==> config.mk <==
export PLATFORM = sky130hd
export DESIGN_NAME = sirq_top
export DESIGN_NICKNAME = d
export VERILOG_FILES = /design/src/logic/sirq_pkg.sv /design/src/logic/sirq_chan.sv /design/src/logic/sirq_top.sv
export VERILOG_INCLUDE_DIRS = /design/src /design/src/logic
export SDC_FILE = /design/constraint.sdc
export NUM_CORES = 1
export LEC_CHECK = 0
export BUFFER_PORTS_ARGS = -buffer_cell sky130_fd_sc_hd__buf_2
export CAP_MARGIN = 10
export CELL_PAD_IN_SITES_DETAIL_PLACEMENT = 0
export CELL_PAD_IN_SITES_GLOBAL_PLACEMENT = 1
export CORE_AREA = 3 3 100 102
export CTS_CLUSTER_DIAMETER = 40
export DETAILED_ROUTE_END_ITERATION = 10
export DIE_AREA = 0 0 103 105
export HOLD_SLACK_MARGIN = 0.02
export PLACE_DENSITY_LB_ADDON = 0.1
export SETUP_SLACK_MARGIN = 0.5
export SLEW_MARGIN = 5
export SYNTH_ARGS = -nofsm -noshare
export SYNTH_HDL_FRONTEND = slang
export SYNTH_HIERARCHICAL = 1
export SYNTH_SLANG_ARGS = --single-unit
==> constraint.sdc <==
create_clock -name sys_clk_i -period 3.75 [get_ports sys_clk_i]
set_input_delay 0.1875 -clock sys_clk_i [delete_from_list [all_inputs] [get_ports sys_clk_i]]
set_output_delay 0.1875 -clock sys_clk_i [all_outputs]
set_load 0.02 [all_outputs]
==> src/logic/sirq_cfg.svh <==
`ifndef SIRQ_CFG_SVH
`define SIRQ_CFG_SVH
`define SIRQ_AW 20
`define SIRQ_OFF_PRIO      20'h40263
`define SIRQ_OFF_PRIO1     20'h40264
`define SIRQ_OFF_ENABLE    20'h40276
`define SIRQ_OFF_FLAGS     20'h40286
`define SIRQ_OFF_ROUTE0    20'h40292
`define SIRQ_OFF_ROUTE1    20'h40293
`define SIRQ_OFF_CTRL      20'h402A0
`define SIRQ_OFF_STATUS    20'h402A1
`define SIRQ_IDX_ERR       0
`define SIRQ_IDX_RXF       1
`define SIRQ_IDX_TXE       2
`define SIRQ_CH_STRIDE     3
`define SIRQ_PRIO0_LSB     4
`define SIRQ_PRIO1_LSB     0
`define SIRQ_R0_RXF        6
`define SIRQ_R0_TXE        7
`define SIRQ_R1_RXF        0
`define SIRQ_R1_TXE        1
`define SIRQ_CTL_CLRONLY   0
`define SIRQ_CTL_PFS       1
`define SIRQ_CTL_TXEN0     2
`define SIRQ_CTL_RXEN0     3
`define SIRQ_CTL_TXEN1     4
`define SIRQ_CTL_RXEN1     5
`define SIRQ_CTL_MODE0     6
`define SIRQ_CTL_MODE1     8
`define SIRQ_CTL_RESET     10'h001
`define SIRQ_ENABLE_RESET  6'h00
`define SIRQ_FLAGS_RESET   6'h00
`define SIRQ_ROUTE_RESET   2'h0
`define SIRQ_PRIO_RESET    3'h0
`define SIRQ_MODE_MASTER   2'h0
`define SIRQ_MODE_SLAVE    2'h1
`endif

==> src/logic/sirq_pkg.sv <==
package sirq_pkg;
  typedef struct packed {
    logic err;
    logic rxf;
    logic txe;
  } sirq_evt_t;
  typedef struct packed {
    logic [1:0] o;
    logic [1:0] oe;
  } sirq_pin_t;
  typedef enum logic [2:0] {
    SIRQ_IDLE = 3'h1,
    SIRQ_REQ  = 3'h2,
    SIRQ_DMA  = 3'h4
  } sirq_st_t;
endpackage : sirq_pkg

==> src/logic/sirq_chan.sv <==
`timescale 1ns/1ps
`default_nettype none
`include "sirq_cfg.svh"
module sirq_chan (
  // Clock and reset
  input  wire logic              sys_clk_i,
  input  wire logic              srst_i,
  // Factor events and routing
  input  wire sirq_pkg::sirq_evt_t evt_i,
  input  wire logic [1:0]        route_i,
  input  wire logic              dma_done_i,
  input  wire logic              dma_end_irq_en_i,
  // Pending DMA request and per-factor gate toward the CPU side
  output logic                   dma_req_o,
  output logic [2:0]             ready_o
);
  import sirq_pkg::*;
  sirq_st_t   st_q;
  logic       rxf_via_dma;
  logic [1:0] done_q;
  assign rxf_via_dma = evt_i.rxf ? route_i[0] : 1'b0;
  // DMA handshake: request held until done, end interrupt permitted afterwards
  always_ff @(posedge sys_clk_i) begin
    if (srst_i) begin
      st_q <= SIRQ_IDLE;
    end else begin
      case (st_q)
        SIRQ_IDLE: if ((evt_i.rxf && route_i[0]) || (evt_i.txe && route_i[1])) st_q <= SIRQ_REQ;
        SIRQ_REQ:  if (dma_done_i) st_q <= SIRQ_DMA;
        SIRQ_DMA:  st_q <= SIRQ_IDLE;
        default:   st_q <= SIRQ_IDLE;
      endcase
    end
  end
  always_ff @(posedge sys_clk_i) begin
    if (srst_i) begin
      dma_req_o <= 1'b0;
    end else begin
      dma_req_o <= (st_q == SIRQ_IDLE) ?
                   ((evt_i.rxf && route_i[0]) || (evt_i.txe && route_i[1])) :
                   ((st_q == SIRQ_REQ) && !dma_done_i);
    end
  end
  // Transfer end is remembered until the next factor, so a set flag keeps requesting
  always_ff @(posedge sys_clk_i) begin
    if (srst_i) begin
      done_q <= 2'h0;
    end else begin
      if (st_q == SIRQ_DMA) begin
        done_q <= 2'h3;
      end else begin
        if (evt_i.rxf) begin
          done_q[0] <= 1'b0;
        end
        if (evt_i.txe) begin
          done_q[1] <= 1'b0;
        end
      end
    end
  end
  // Per-factor gate: routed factors pass only after the transfer and with end enable
  always_ff @(posedge sys_clk_i) begin
    if (srst_i) begin
      ready_o <= 3'h0;
    end else begin
      ready_o[`SIRQ_IDX_ERR] <= 1'b1;
      ready_o[`SIRQ_IDX_RXF] <= !route_i[0] || (((st_q == SIRQ_DMA) || (done_q[0] && !evt_i.rxf))
                                && dma_end_irq_en_i);
      ready_o[`SIRQ_IDX_TXE] <= !route_i[1] || (((st_q == SIRQ_DMA) || (done_q[1] && !evt_i.txe))
                                && dma_end_irq_en_i);
    end
  end
  logic unused_ok;
  assign unused_ok = rxf_via_dma;
endmodule : sirq_chan
`default_nettype wire

==> src/logic/sirq_top.sv <==
`timescale 1ns/1ps
`default_nettype none
`include "sirq_cfg.svh"
module sirq_top (
  // Clock and reset
  input  wire logic                   sys_clk_i,
  input  wire logic                   srst_i,
  // Avalon-MM slave
  input  wire logic [`SIRQ_AW-1:0]    avs_address_i,
  input  wire logic                   avs_read_i,
  input  wire logic                   avs_write_i,
  input  wire logic [31:0]            avs_writedata_i,
  input  wire logic [3:0]             avs_byteenable_i,
  output logic [31:0]                 avs_readdata_o,
  output logic                        avs_waitrequest_o,
  output logic [1:0]                  avs_response_o,
  // Datapath factor events per channel
  input  wire sirq_pkg::sirq_evt_t    evt0_i,
  input  wire sirq_pkg::sirq_evt_t    evt1_i,
  // CPU and DMA side
  input  wire logic                   cpu_interrupt_enable_i,
  input  wire logic [2:0]             cpu_interrupt_level_i,
  input  wire logic                   higher_req_pending_i,
  input  wire logic [1:0]             dma_done_i,
  input  wire logic [1:0]             dma_end_irq_en_i,
  output logic [1:0]                  dma_req_o,
  output logic [1:0]                  irq_req_o,
  output logic [2:0]                  irq_level_o,
  // Pin directions: bit0 channel 0, bit1 channel 1
  output sirq_pkg::sirq_pin_t         sync_ready_pin_o,
  output sirq_pkg::sirq_pin_t         serial_clock_pin_o,
  output logic [1:0]                  serial_data_in_pin_oe_o,
  output logic [1:0]                  serial_data_out_pin_oe_o
);
  import sirq_pkg::*;

  logic [5:0]  enable_q;
  logic [5:0]  flags_q;
  logic [1:0]  route0_q;
  logic [1:0]  route1_q;
  logic [2:0]  prio0_q;
  logic [2:0]  prio1_q;
  logic [9:0]  ctrl_q;
  logic        ack_q;
  logic [5:0]  set_evt;
  logic [5:0]  gate;
  logic [2:0]  ready0;
  logic [2:0]  ready1;
  logic [1:0]  dma_req;
  logic        wr;
  logic [7:0]  wb;
  logic [7:0]  rd_d;
  logic        hit;
  sirq_evt_t   ev0;
  sirq_evt_t   ev1;

  // Receive error forces receive full in the same cycle
  always_comb begin
    ev0 = evt0_i;
    ev1 = evt1_i;
    ev0.rxf = evt0_i.rxf | evt0_i.err;
    ev1.rxf = evt1_i.rxf | evt1_i.err;
  end
  // Factor bits per channel
  assign set_evt = {ev1.txe, ev1.rxf, ev1.err, ev0.txe, ev0.rxf, ev0.err};

  // Bus strobe: one wait cycle, answer on the second edge
  assign wr = avs_write_i && ack_q;
  assign wb = avs_writedata_i[7:0];
  always_ff @(posedge sys_clk_i) begin
    if (srst_i) begin
      ack_q <= 1'b0;
    end else begin
      ack_q <= (avs_read_i || avs_write_i) && !ack_q;
    end
  end
  always_comb begin
    avs_waitrequest_o = !ack_q;
  end

  // Interrupt enable register
  always_ff @(posedge sys_clk_i) begin
    if (srst_i) begin
      enable_q <= `SIRQ_ENABLE_RESET;
    end else if (wr && avs_byteenable_i[0] && avs_address_i == `SIRQ_OFF_ENABLE) begin
      enable_q <= wb[5:0];
    end
  end

  // Factor flags: hardware sets, set wins over software clear
  generate
    for (genvar i = 0; i < 6; i++) begin : g_flag
      logic wsel;
      assign wsel = wr && avs_byteenable_i[0] && avs_address_i == `SIRQ_OFF_FLAGS;
      always_ff @(posedge sys_clk_i) begin
        if (srst_i) begin
          flags_q[i] <= 1'b0;
        end else if (set_evt[i]) begin
          flags_q[i] <= 1'b1;
        end else if (wsel) begin
          if (ctrl_q[`SIRQ_CTL_CLRONLY]) begin
            flags_q[i] <= flags_q[i] & ~wb[i];
          end else begin
            flags_q[i] <= wb[i];
          end
        end
      end
    end
  endgenerate

  // Route selections and priority levels
  always_ff @(posedge sys_clk_i) begin
    if (srst_i) begin
      route0_q <= `SIRQ_ROUTE_RESET;
      route1_q <= `SIRQ_ROUTE_RESET;
    end else if (wr && avs_byteenable_i[0]) begin
      if (avs_address_i == `SIRQ_OFF_ROUTE0) begin
        route0_q <= {wb[`SIRQ_R0_TXE], wb[`SIRQ_R0_RXF]};
      end
      if (avs_address_i == `SIRQ_OFF_ROUTE1) begin
        route1_q <= {wb[`SIRQ_R1_TXE], wb[`SIRQ_R1_RXF]};
      end
    end
  end
  always_ff @(posedge sys_clk_i) begin
    if (srst_i) begin
      prio0_q <= `SIRQ_PRIO_RESET;
      prio1_q <= `SIRQ_PRIO_RESET;
    end else if (wr && avs_byteenable_i[0]) begin
      if (avs_address_i == `SIRQ_OFF_PRIO) begin
        prio0_q <= wb[`SIRQ_PRIO0_LSB +: 3];
      end
      if (avs_address_i == `SIRQ_OFF_PRIO1) begin
        prio1_q <= wb[`SIRQ_PRIO1_LSB +: 3];
      end
    end
  end

  // Control: clear-only select, pin function, enables, modes
  always_ff @(posedge sys_clk_i) begin
    if (srst_i) begin
      ctrl_q <= `SIRQ_CTL_RESET;
    end else if (wr && avs_address_i == `SIRQ_OFF_CTRL) begin
      if (avs_byteenable_i[0]) begin
        ctrl_q[7:0] <= wb;
      end
      if (avs_byteenable_i[1]) begin
        ctrl_q[9:8] <= avs_writedata_i[9:8];
      end
    end
  end

  // DMA handshakes and interrupt gating per channel
  sirq_chan u_ch0 (
    .sys_clk_i        (sys_clk_i),
    .srst_i           (srst_i),
    .evt_i            (ev0),
    .route_i          (route0_q),
    .dma_done_i       (dma_done_i[0]),
    .dma_end_irq_en_i (dma_end_irq_en_i[0]),
    .dma_req_o        (dma_req[0]),
    .ready_o          (ready0)
  );
  sirq_chan u_ch1 (
    .sys_clk_i        (sys_clk_i),
    .srst_i           (srst_i),
    .evt_i            (ev1),
    .route_i          (route1_q),
    .dma_done_i       (dma_done_i[1]),
    .dma_end_irq_en_i (dma_end_irq_en_i[1]),
    .dma_req_o        (dma_req[1]),
    .ready_o          (ready1)
  );
  assign gate = flags_q & enable_q & {ready1, ready0};

  // CPU request: level above CPU level, CPU enabled, nothing higher pending
  always_ff @(posedge sys_clk_i) begin
    if (srst_i) begin
      irq_req_o   <= 2'h0;
      irq_level_o <= 3'h0;
      dma_req_o   <= 2'h0;
    end else begin
      dma_req_o <= dma_req;
      irq_req_o[0] <= |gate[2:0] && cpu_interrupt_enable_i && !higher_req_pending_i
                      && prio0_q > cpu_interrupt_level_i;
      irq_req_o[1] <= |gate[5:3] && cpu_interrupt_enable_i && !higher_req_pending_i
                      && prio1_q > cpu_interrupt_level_i;
      irq_level_o <= (|gate[2:0] && prio0_q >= prio1_q) || !(|gate[5:3]) ? prio0_q : prio1_q;
    end
  end

  // Ready and clock pin directions follow pin function, enable and mode; data out follows pin function alone, data in is never driven
  generate
    for (genvar c = 0; c < 2; c++) begin : g_pin
      logic       en;
      logic [1:0] md;
      assign en = ctrl_q[`SIRQ_CTL_TXEN0 + 2*c] | ctrl_q[`SIRQ_CTL_RXEN0 + 2*c];
      assign md = ctrl_q[`SIRQ_CTL_MODE0 + 2*c +: 2];
      always_ff @(posedge sys_clk_i) begin
        if (srst_i) begin
          sync_ready_pin_o.oe[c]      <= 1'b0;
          serial_clock_pin_o.oe[c]    <= 1'b0;
          sync_ready_pin_o.o[c]       <= 1'b0;
          serial_clock_pin_o.o[c]     <= 1'b0;
          serial_data_in_pin_oe_o[c]  <= 1'b0;
          serial_data_out_pin_oe_o[c] <= 1'b0;
        end else begin
          sync_ready_pin_o.oe[c]   <= ctrl_q[`SIRQ_CTL_PFS] && en
                                      && md == `SIRQ_MODE_SLAVE;
          serial_clock_pin_o.oe[c] <= ctrl_q[`SIRQ_CTL_PFS] && en
                                      && md == `SIRQ_MODE_MASTER;
          sync_ready_pin_o.o[c]       <= 1'b0;
          serial_clock_pin_o.o[c]     <= 1'b1;
          serial_data_in_pin_oe_o[c]  <= 1'b0;
          serial_data_out_pin_oe_o[c] <= ctrl_q[`SIRQ_CTL_PFS];
        end
      end
    end
  endgenerate

  // Read mux
  always_comb begin
    rd_d = 8'h00;
    hit  = 1'b1;
    case (avs_address_i)
      `SIRQ_OFF_PRIO:   rd_d = {1'b0, prio0_q, 4'h0};
      `SIRQ_OFF_PRIO1:  rd_d = {5'h00, prio1_q};
      `SIRQ_OFF_ENABLE: rd_d = {2'h0, enable_q};
      `SIRQ_OFF_FLAGS:  rd_d = {2'h0, flags_q};
      `SIRQ_OFF_ROUTE0: rd_d = {route0_q, 6'h00};
      `SIRQ_OFF_ROUTE1: rd_d = {6'h00, route1_q};
      `SIRQ_OFF_CTRL:   rd_d = ctrl_q[7:0];
      `SIRQ_OFF_STATUS: rd_d = {4'h0, dma_req, irq_req_o};
      default:          hit  = 1'b0;
    endcase
  end
  always_ff @(posedge sys_clk_i) begin
    if (srst_i) begin
      avs_readdata_o <= 32'h0000_0000;
      avs_response_o <= 2'h0;
    end else begin
      avs_readdata_o <= (avs_address_i == `SIRQ_OFF_CTRL) ?
                        {22'h000000, ctrl_q} : {24'h000000, rd_d};
      avs_response_o <= hit ? 2'h0 : 2'h2;
    end
  end

  // Checks
  AST_FLAG_SET: assert property (@(posedge sys_clk_i) disable iff (srst_i)
    set_evt[0] |=> flags_q[0]) else $error("flag not set");
  AST_ERR_FULL: assert property (@(posedge sys_clk_i) disable iff (srst_i)
    evt0_i.err |=> flags_q[1]) else $error("full not raised");
  AST_NO_HW_CLR: assert property (@(posedge sys_clk_i) disable iff (srst_i)
    flags_q[2] && !wr |=> flags_q[2]) else $error("flag cleared");
  AST_IRQ_GATE: assert property (@(posedge sys_clk_i) disable iff (srst_i)
    irq_req_o[0] |-> $past(cpu_interrupt_enable_i)) else $error("irq ungated");
  AST_WAIT: assert property (@(posedge sys_clk_i) disable iff (srst_i)
    avs_read_i && avs_waitrequest_o |=> !avs_waitrequest_o) else $error("no ack");
  AST_RDY_DIR: assert property (@(posedge sys_clk_i) disable iff (srst_i)
    sync_ready_pin_o.oe[0] |-> $past(ctrl_q[`SIRQ_CTL_PFS])) else $error("ready dir");
  AST_CLK_DIR: assert property (@(posedge sys_clk_i) disable iff (srst_i)
    !en_any0() |=> !serial_clock_pin_o.oe[0]) else $error("clock dir");
  AST_ENA_RST: assert property (@(posedge sys_clk_i)
    srst_i |=> enable_q == 6'h00) else $error("enable reset");
  function automatic logic en_any0();
    return ctrl_q[`SIRQ_CTL_TXEN0] | ctrl_q[`SIRQ_CTL_RXEN0];
  endfunction : en_any0
endmodule : sirq_top
`default_nettype wire

* Yosys cells after proc, flatten, opt, wreduce, memory -nomap -nowiden
Index checks and enable logic that the tools add are counted.
** Operators by class
- Magnitude comparators :: 3
- Eq/ne operators :: 20
- Multiplexer cells :: 40
- Bitwise operators :: 19
- Reduce and logical (&&, ||, !) cells :: 82
** Operator list (count)
- $eq A20 B19 Y1 const B :: 8
- $pmux W8 S7 :: 1
- $logic_and A1 B1 Y1 :: 33
- $mux W1 :: 28
- $reduce_bool A2 Y1 :: 10
- $reduce_and A2 Y1 :: 8
- $mux W3 :: 5
- $logic_not A1 Y1 :: 13
- $and A6 B6 Y6 :: 2
- $logic_or A1 B1 Y1 :: 12
- $pmux W3 S2 :: 2
- $mux W8 :: 1
- $ne A2 B2 Y1 const B :: 4
- $reduce_or A8 Y1 :: 1
- $not A1 Y1 :: 7
- $and A1 B1 Y1 :: 6
- $eq A3 B1 Y1 const B :: 2
- $eq A3 B2 Y1 const B :: 2
- $eq A3 B3 Y1 const B :: 2
- $gt A3 B3 Y1 :: 2
- $mux W2 :: 3
- $reduce_or A3 Y1 :: 2
- $eq A2 B1 Y1 const B :: 2
- $logic_not A2 Y1 :: 2
- other kinds (3) :: 6
** Word-level totals
- Register bits after elaboration :: 98
- Input port bits :: 75
- Word-level logic and storage cells :: 202

* Depth between registers and ports, before layout
- Word-level depth :: 6
- Mapped depth :: 7
- Gate-level depth less buffers :: 7

* Modules after synthesis
The synthesis kept the hierarchy.
** By module, submodules not included
- sirq_top :: instances 1, cells an instance 309, area each 2914.0 µm², seq. area each 1141.1 µm²
- sirq_chan :: instances 2, cells an instance 27, area each 307.8 µm², seq. area each 180.2 µm²

* Worst setup path before layout
Ideal clock, no wire load.
- Path kind :: reg2reg
- Start point :: register prio0_q[0]
- End point :: register irq_level_o[0]
- Arrival time :: 1.617 ns
- Setup slack :: 2.062 ns
- Stages on the path, launching flop included :: 8
- Path buffers :: 0
- Period minus slack after synthesis :: 1.688 ns
- Cell sequence :: dfxtp_1 -> inv_1 -> ha_1 -> nand2b_1 -> a21o_1 -> a21o_1 -> a21oi_1 -> mux2i_1
** Between the ends
- Longest elaborated chain between the ends :: 4
** RTL lines
- from (decl) :: line sirq_top.sv:41 : logic [2:0] prio0_q;
- from (signal assigned) :: line sirq_top.sv:127 : prio0_q <= `SIRQ_PRIO_RESET;
- from (signal assigned) :: line sirq_top.sv:131 : prio0_q <= wb[`SIRQ_PRIO0_LSB +: 3];
- $ge A3 B3 Y1 :: line sirq_top.sv:188 : irq_level_o <= (|gate[2:0] && prio0_q >= prio1_q) || !(|gate[5:3]) ? prio0_q : prio1_q;
- $logic_and A1 B1 Y1 :: line sirq_top.sv:188
- $logic_or A1 B1 Y1 :: line sirq_top.sv:188
- $mux W3 * :: line sirq_top.sv:188
- to (signal assigned) :: line sirq_top.sv:188
- to (decl) :: line sirq_top.sv:28 : output logic [2:0] irq_level_o,
Mark *: on every way between the ends. The rest lies on a longest branch, timed or not.
A chain may end at the register's enable or synchronous reset.

* Final worst setup path
- Start point :: register prio0_q[0]
- End point :: register irq_level_o[2]
** Between the ends
- Longest elaborated chain between the ends :: 4
** RTL lines (line)
- $ge A3 B3 Y1 :: sirq_top.sv:188
- $logic_and A1 B1 Y1 :: sirq_top.sv:188
- $logic_or A1 B1 Y1 :: sirq_top.sv:188
- $mux W3 :: sirq_top.sv:188
No other way between the ends.

==> impl_metrics.xml <==
<?xml version="1.0" encoding="UTF-8"?>
<metrics>
  <group name="outcome">
    <metric name="status" unit="">finished clean</metric>
  </group>
  <group name="setup_path">
    <metric name="crit_path_start_kind" unit="">register</metric>
    <metric name="cpLargestDelayFamily" unit="">compound AO/OA/AOI/OAI gates</metric>
    <metric name="crit-reg2reg-capture" unit="">irq_level_o[2]</metric>
    <metric name="worstPathArrival" unit="ps">2180</metric>
    <metric name="worst-setup-path-type" unit="">reg2reg</metric>
    <metric name="reg2reg_depth" unit="">7</metric>
    <metric name="timing.critical_path.to_type" unit="">register</metric>
    <metric name="critical_path_required" unit="ps">4020</metric>
    <metric name="crit_path_frequent_cell" unit="">a21o_1</metric>
    <metric name="critical_path.cell_chain" unit="">inv_1 -&gt; ha_1 -&gt; nand2b_1 -&gt; a21o_1 -&gt; a21o_1 -&gt; a21oi_1 -&gt; mux2i_1</metric>
    <metric name="worst-path-max-fanout" unit="">4</metric>
    <metric name="worst_r2r_startpoint" unit="">prio0_q[0]</metric>
    <metric name="crit_path_max_delay_cell_type" unit="">dfxtp_1</metric>
    <metric name="cp_num_buf_inv" unit="">1</metric>
    <metric name="max_stage_delay" unit="ps">410</metric>
    <metric name="critical_path_cell_count" unit="">7</metric>
    <metric name="reg2reg_slack" unit="ps">1840</metric>
  </group>
  <group name="synth">
    <metric name="synth_seq_cells" unit="">75</metric>
    <metric name="synth_async_sr_flop_share" unit="%">0</metric>
    <metric name="seq_area_frac_synth" unit="%">42.5</metric>
    <metric name="synthesis.area" unit="µm²">3530</metric>
    <metric name="ys.warnings.count" unit="">6</metric>
    <metric name="syn_area_per_cell" unit="µm²">9.72</metric>
    <metric name="syn-instance-count" unit="">363</metric>
    <metric name="synth_edf_count" unit="">0</metric>
    <metric name="synthFlopType" unit="">dfxtp_1</metric>
    <metric name="yosys.cell_types.count" unit="">46</metric>
  </group>
  <group name="global_route">
    <metric name="grt_antenna_before_repair" unit="">0</metric>
    <metric name="grt_pass1_wl" unit="mm">14.0</metric>
    <metric name="grtUsageTotal" unit="%">16.7</metric>
    <metric name="global_route.overflow_total" unit="">0</metric>
    <metric name="maximum_number_of_pins_on_one_net_before_global_route_repair" unit="">58</metric>
    <metric name="first_global_vias" unit="">2663</metric>
  </group>
  <group name="power">
    <metric name="power.density" unit="nW/µm²">405</metric>
    <metric name="leakage" unit="nW">1.69</metric>
    <metric name="peakVddDrop" unit="mV">0.271</metric>
  </group>
  <group name="final_layout">
    <metric name="insertedDiodeCount" unit="">0</metric>
    <metric name="finish.net_count" unit="">527</metric>
    <metric name="multi_input_area" unit="µm²">1830</metric>
    <metric name="nFillCells" unit="">895</metric>
    <metric name="register_area" unit="µm²">1500</metric>
    <metric name="area.growth.synth_to_final" unit="%">17.9</metric>
    <metric name="post_route_cells_drive_above_1_share" unit="%">26.1</metric>
  </group>
  <group name="min_path">
    <metric name="hold_path_depth" unit="">2</metric>
    <metric name="timing.hold.worst.class" unit="">in2reg</metric>
    <metric name="hold_path.startpoint" unit="">dma_done_i[1]</metric>
    <metric name="hold_end" unit="">u_ch1/st_q[1]</metric>
  </group>
  <group name="sta">
    <metric name="layout_worst_path_cycle_share" unit="%">50.9</metric>
    <metric name="min_period" unit="ps">1910</metric>
    <metric name="finalClockSkew" unit="ps">8.15</metric>
    <metric name="clock.fmax" unit="GHz">0.524</metric>
    <metric name="grt_setup_unrepaired" unit="">no</metric>
    <metric name="setup_viol" unit="">0</metric>
    <metric name="hold_slack" unit="ps">66.6</metric>
    <metric name="totalNegativeSetupSlack" unit="ps">0</metric>
    <metric name="slew_headroom" unit="%">46.7</metric>
    <metric name="max_slew_violation_count" unit="">0</metric>
    <metric name="final-hold-violation-count" unit="">0</metric>
    <metric name="max_slew.worst_pin.slew" unit="ps">796</metric>
  </group>
  <group name="routing">
    <metric name="drt_wl_total" unit="mm">8.63</metric>
    <metric name="first_pass_iters" unit="">4</metric>
    <metric name="post_drt_via_cell_ratio" unit="">5.02</metric>
    <metric name="first_iter_violations" unit="">134</metric>
    <metric name="remaining_drc_errors" unit="">0</metric>
    <metric name="route.vias.total" unit="">2805</metric>
    <metric name="route.detailed.wl_per_inst" unit="µm">15.4</metric>
    <metric name="drtAntennaViolNets" unit="">0</metric>
  </group>
  <group name="clocking">
    <metric name="postCtsSetupRepairBufs" unit="">0</metric>
    <metric name="cts_tree" unit="">built</metric>
    <metric name="clock_root_buffer" unit="">clkbuf_8</metric>
    <metric name="h-tree-depth" unit="">3</metric>
    <metric name="clock_pin_slew_worst_setup_and_hold_paths" unit="ps">80</metric>
    <metric name="cts_max_path_buffers" unit="">2</metric>
    <metric name="cts_buffers" unit="">9</metric>
    <metric name="clk-insertion-delay-late" unit="ps">340</metric>
    <metric name="cts_sinks" unit="">75</metric>
    <metric name="post_cts_resized" unit="">0</metric>
    <metric name="cts-hold-fix-buffers" unit="">0</metric>
  </group>
  <group name="floorplanning">
    <metric name="die_y" unit="µm">105</metric>
    <metric name="num_ports" unit="">129</metric>
    <metric name="row_count" unit="">35</metric>
    <metric name="floorplan.initialDensity" unit="%">38.4</metric>
    <metric name="die_w" unit="µm">103</metric>
    <metric name="core_area" unit="µm²">9200</metric>
    <metric name="dieArea" unit="µm²">10800</metric>
  </group>
  <group name="run">
    <metric name="timing.max_cap.violations" unit="">0</metric>
  </group>
  <group name="placement">
    <metric name="place_hpwl" unit="mm">6.54</metric>
    <metric name="gp_routability_congestion" unit="">0.807</metric>
    <metric name="port_buffers" unit="">77</metric>
  </group>
</metrics>
[report_power, final]
| group | leakage (nW) | internal [mW] | total [mW] | switching [mW] |
|---|---|---|---|---|
| logic | 0.967 | 0.0404 | 0.122 | 0.0812 |
| clock network | 0.117 | 0.461 | 0.753 | 0.292 |
| registers | 0.609 | 0.806 | 0.811 | 0.00565 |
[worst reg2reg max path, cell delays in order, from the launching register on]
cell	delay (ps)
dfxtp_1	410
inv_1	90
ha_1	290
nand2b_1	140
a21o_1	170
a21o_1	160
a21oi_1	350
mux2i_1	230
[synthesized netlist by cell type (4+ instances only)]
| cell | instances | area [µm²] |
|---|---|---|
| dfxtp_1 | 75 | 1500 |
| nor3_1 | 5 | 25.0 |
| nor2_1 | 39 | 146 |
| o22ai_1 | 4 | 25.0 |
| clkbuf_1 | 6 | 22.5 |
| nand2b_1 | 5 | 31.3 |
| a311oi_1 | 5 | 43.8 |
| mux2i_1 | 29 | 290 |
| ha_1 | 9 | 113 |
| nand2_1 | 12 | 45.0 |
| nor2b_1 | 15 | 93.8 |
| buf_4 | 29 | 218 |
| nand4_1 | 4 | 25.0 |
| o21ai_0 | 7 | 35.0 |
| or4b_4 | 4 | 55.1 |
| nor4_1 | 4 | 25.0 |
| a21oi_1 | 24 | 120 |
| a22oi_1 | 15 | 113 |
| nand3_1 | 8 | 40.0 |
| inv_1 | 16 | 60.1 |
[stage by stage]
step	std cells	worst slack (ps)	total power [mW]	area (µm²)	utilization, %
after global placement	543	1630	0.950	3920	42.6
after global routing	559	1720	1.75	4160	45.3
after detailed placement	543	1620	0.951	3920	42.6
after CTS	559	1850	1.71	4160	45.3
after floorplan	389	2060	0.918	3630	-
final	559	1840	1.69	4160	45.3
[flip-flops by register name, summed over array words and instances, names as in the netlist, 3 cells and up]
| signal | cells |
|---|---|
| ctrl_q | 10 |
| u_ch1/ready_o | 3 |
| prio0_q | 3 |
| u_ch0/st_q | 3 |
| serial_clock_pin_o | 3 |
| irq_level_o | 3 |
| avs_readdata_o | 10 |
| flags_q | 6 |
| u_ch1/st_q | 3 |
| prio1_q | 3 |
| enable_q | 6 |
| u_ch0/ready_o | 3 |
[cells by family after synthesis]
logic type	share of synthesized area, %
AO/OA/AOI/OAI	12.7
adder cells (fa/ha/maj)	3.19
buffers and inverters	8.51
flip-flops	42.5
multiplexers	8.22
other	0.106
AND/OR/NAND/NOR	24.8
[final cells by class]
| type | instances | area share [%] |
|---|---|---|
| clock buffers | 12 | 3.49 |
| clock inverters | 4 | 2.35 |
| inverters | 16 | 1.44 |
| multi-input cells | 263 | 43.9 |
| flip-flops and latches | 75 | 36.1 |
| well taps | 111 | 3.34 |
| repair buffers | 78 | 9.44 |
[placed cells by master, fill, tap and decap left out, types with 4 or more instances in the layout]
| cell | synthesis | routed |
|---|---|---|
| a21oi_1 | 24 | 24 |
| a22oi_1 | 15 | 15 |
| a311oi_1 | 5 | 5 |
| buf_2 | 0 | 77 |
| clkbuf_8 | 0 | 10 |
| conb_1 | 1 | 27 |
| dfxtp_1 | 75 | 75 |
| ha_1 | 9 | 9 |
| inv_1 | 16 | 16 |
| mux2i_1 | 29 | 29 |
| nand2_1 | 12 | 12 |
| nand2b_1 | 5 | 5 |
| nand3_1 | 8 | 8 |
| nand4_1 | 4 | 4 |
| nor2_1 | 39 | 39 |
| nor2b_1 | 15 | 15 |
| nor3_1 | 5 | 5 |
| nor4_1 | 4 | 4 |
| o21ai_0 | 7 | 7 |
| o22ai_1 | 4 | 4 |
| or4b_4 | 4 | 4 |
[per-layer routing]
metal	up-vias	global-route usage (%)	share of wire, %
met1	1307	23.2	47
met2	70	26.0	48
met3	4	4.47	4.6
li1	1424	-	-
met5	-	0	0
met4	0	3.05	0.46
[worst max path at each step]
stage / start / to / slack [ps]
3_5_place_dp: avs_address_i[12] / avs_readdata_o[1] / 1620
6_report: prio0_q[0] / irq_level_o[2] / 1840
5_1_grt: prio0_q[0] / irq_level_o[2] / 1720
3_3_place_gp: avs_address_i[4] / avs_readdata_o[3] / 1630
2_1_floorplan: prio0_q[0] / irq_level_o[0] / 2060
4_1_cts: prio0_q[0] / irq_level_o[1] / 1850
Power figures use the tool's default switching activity.
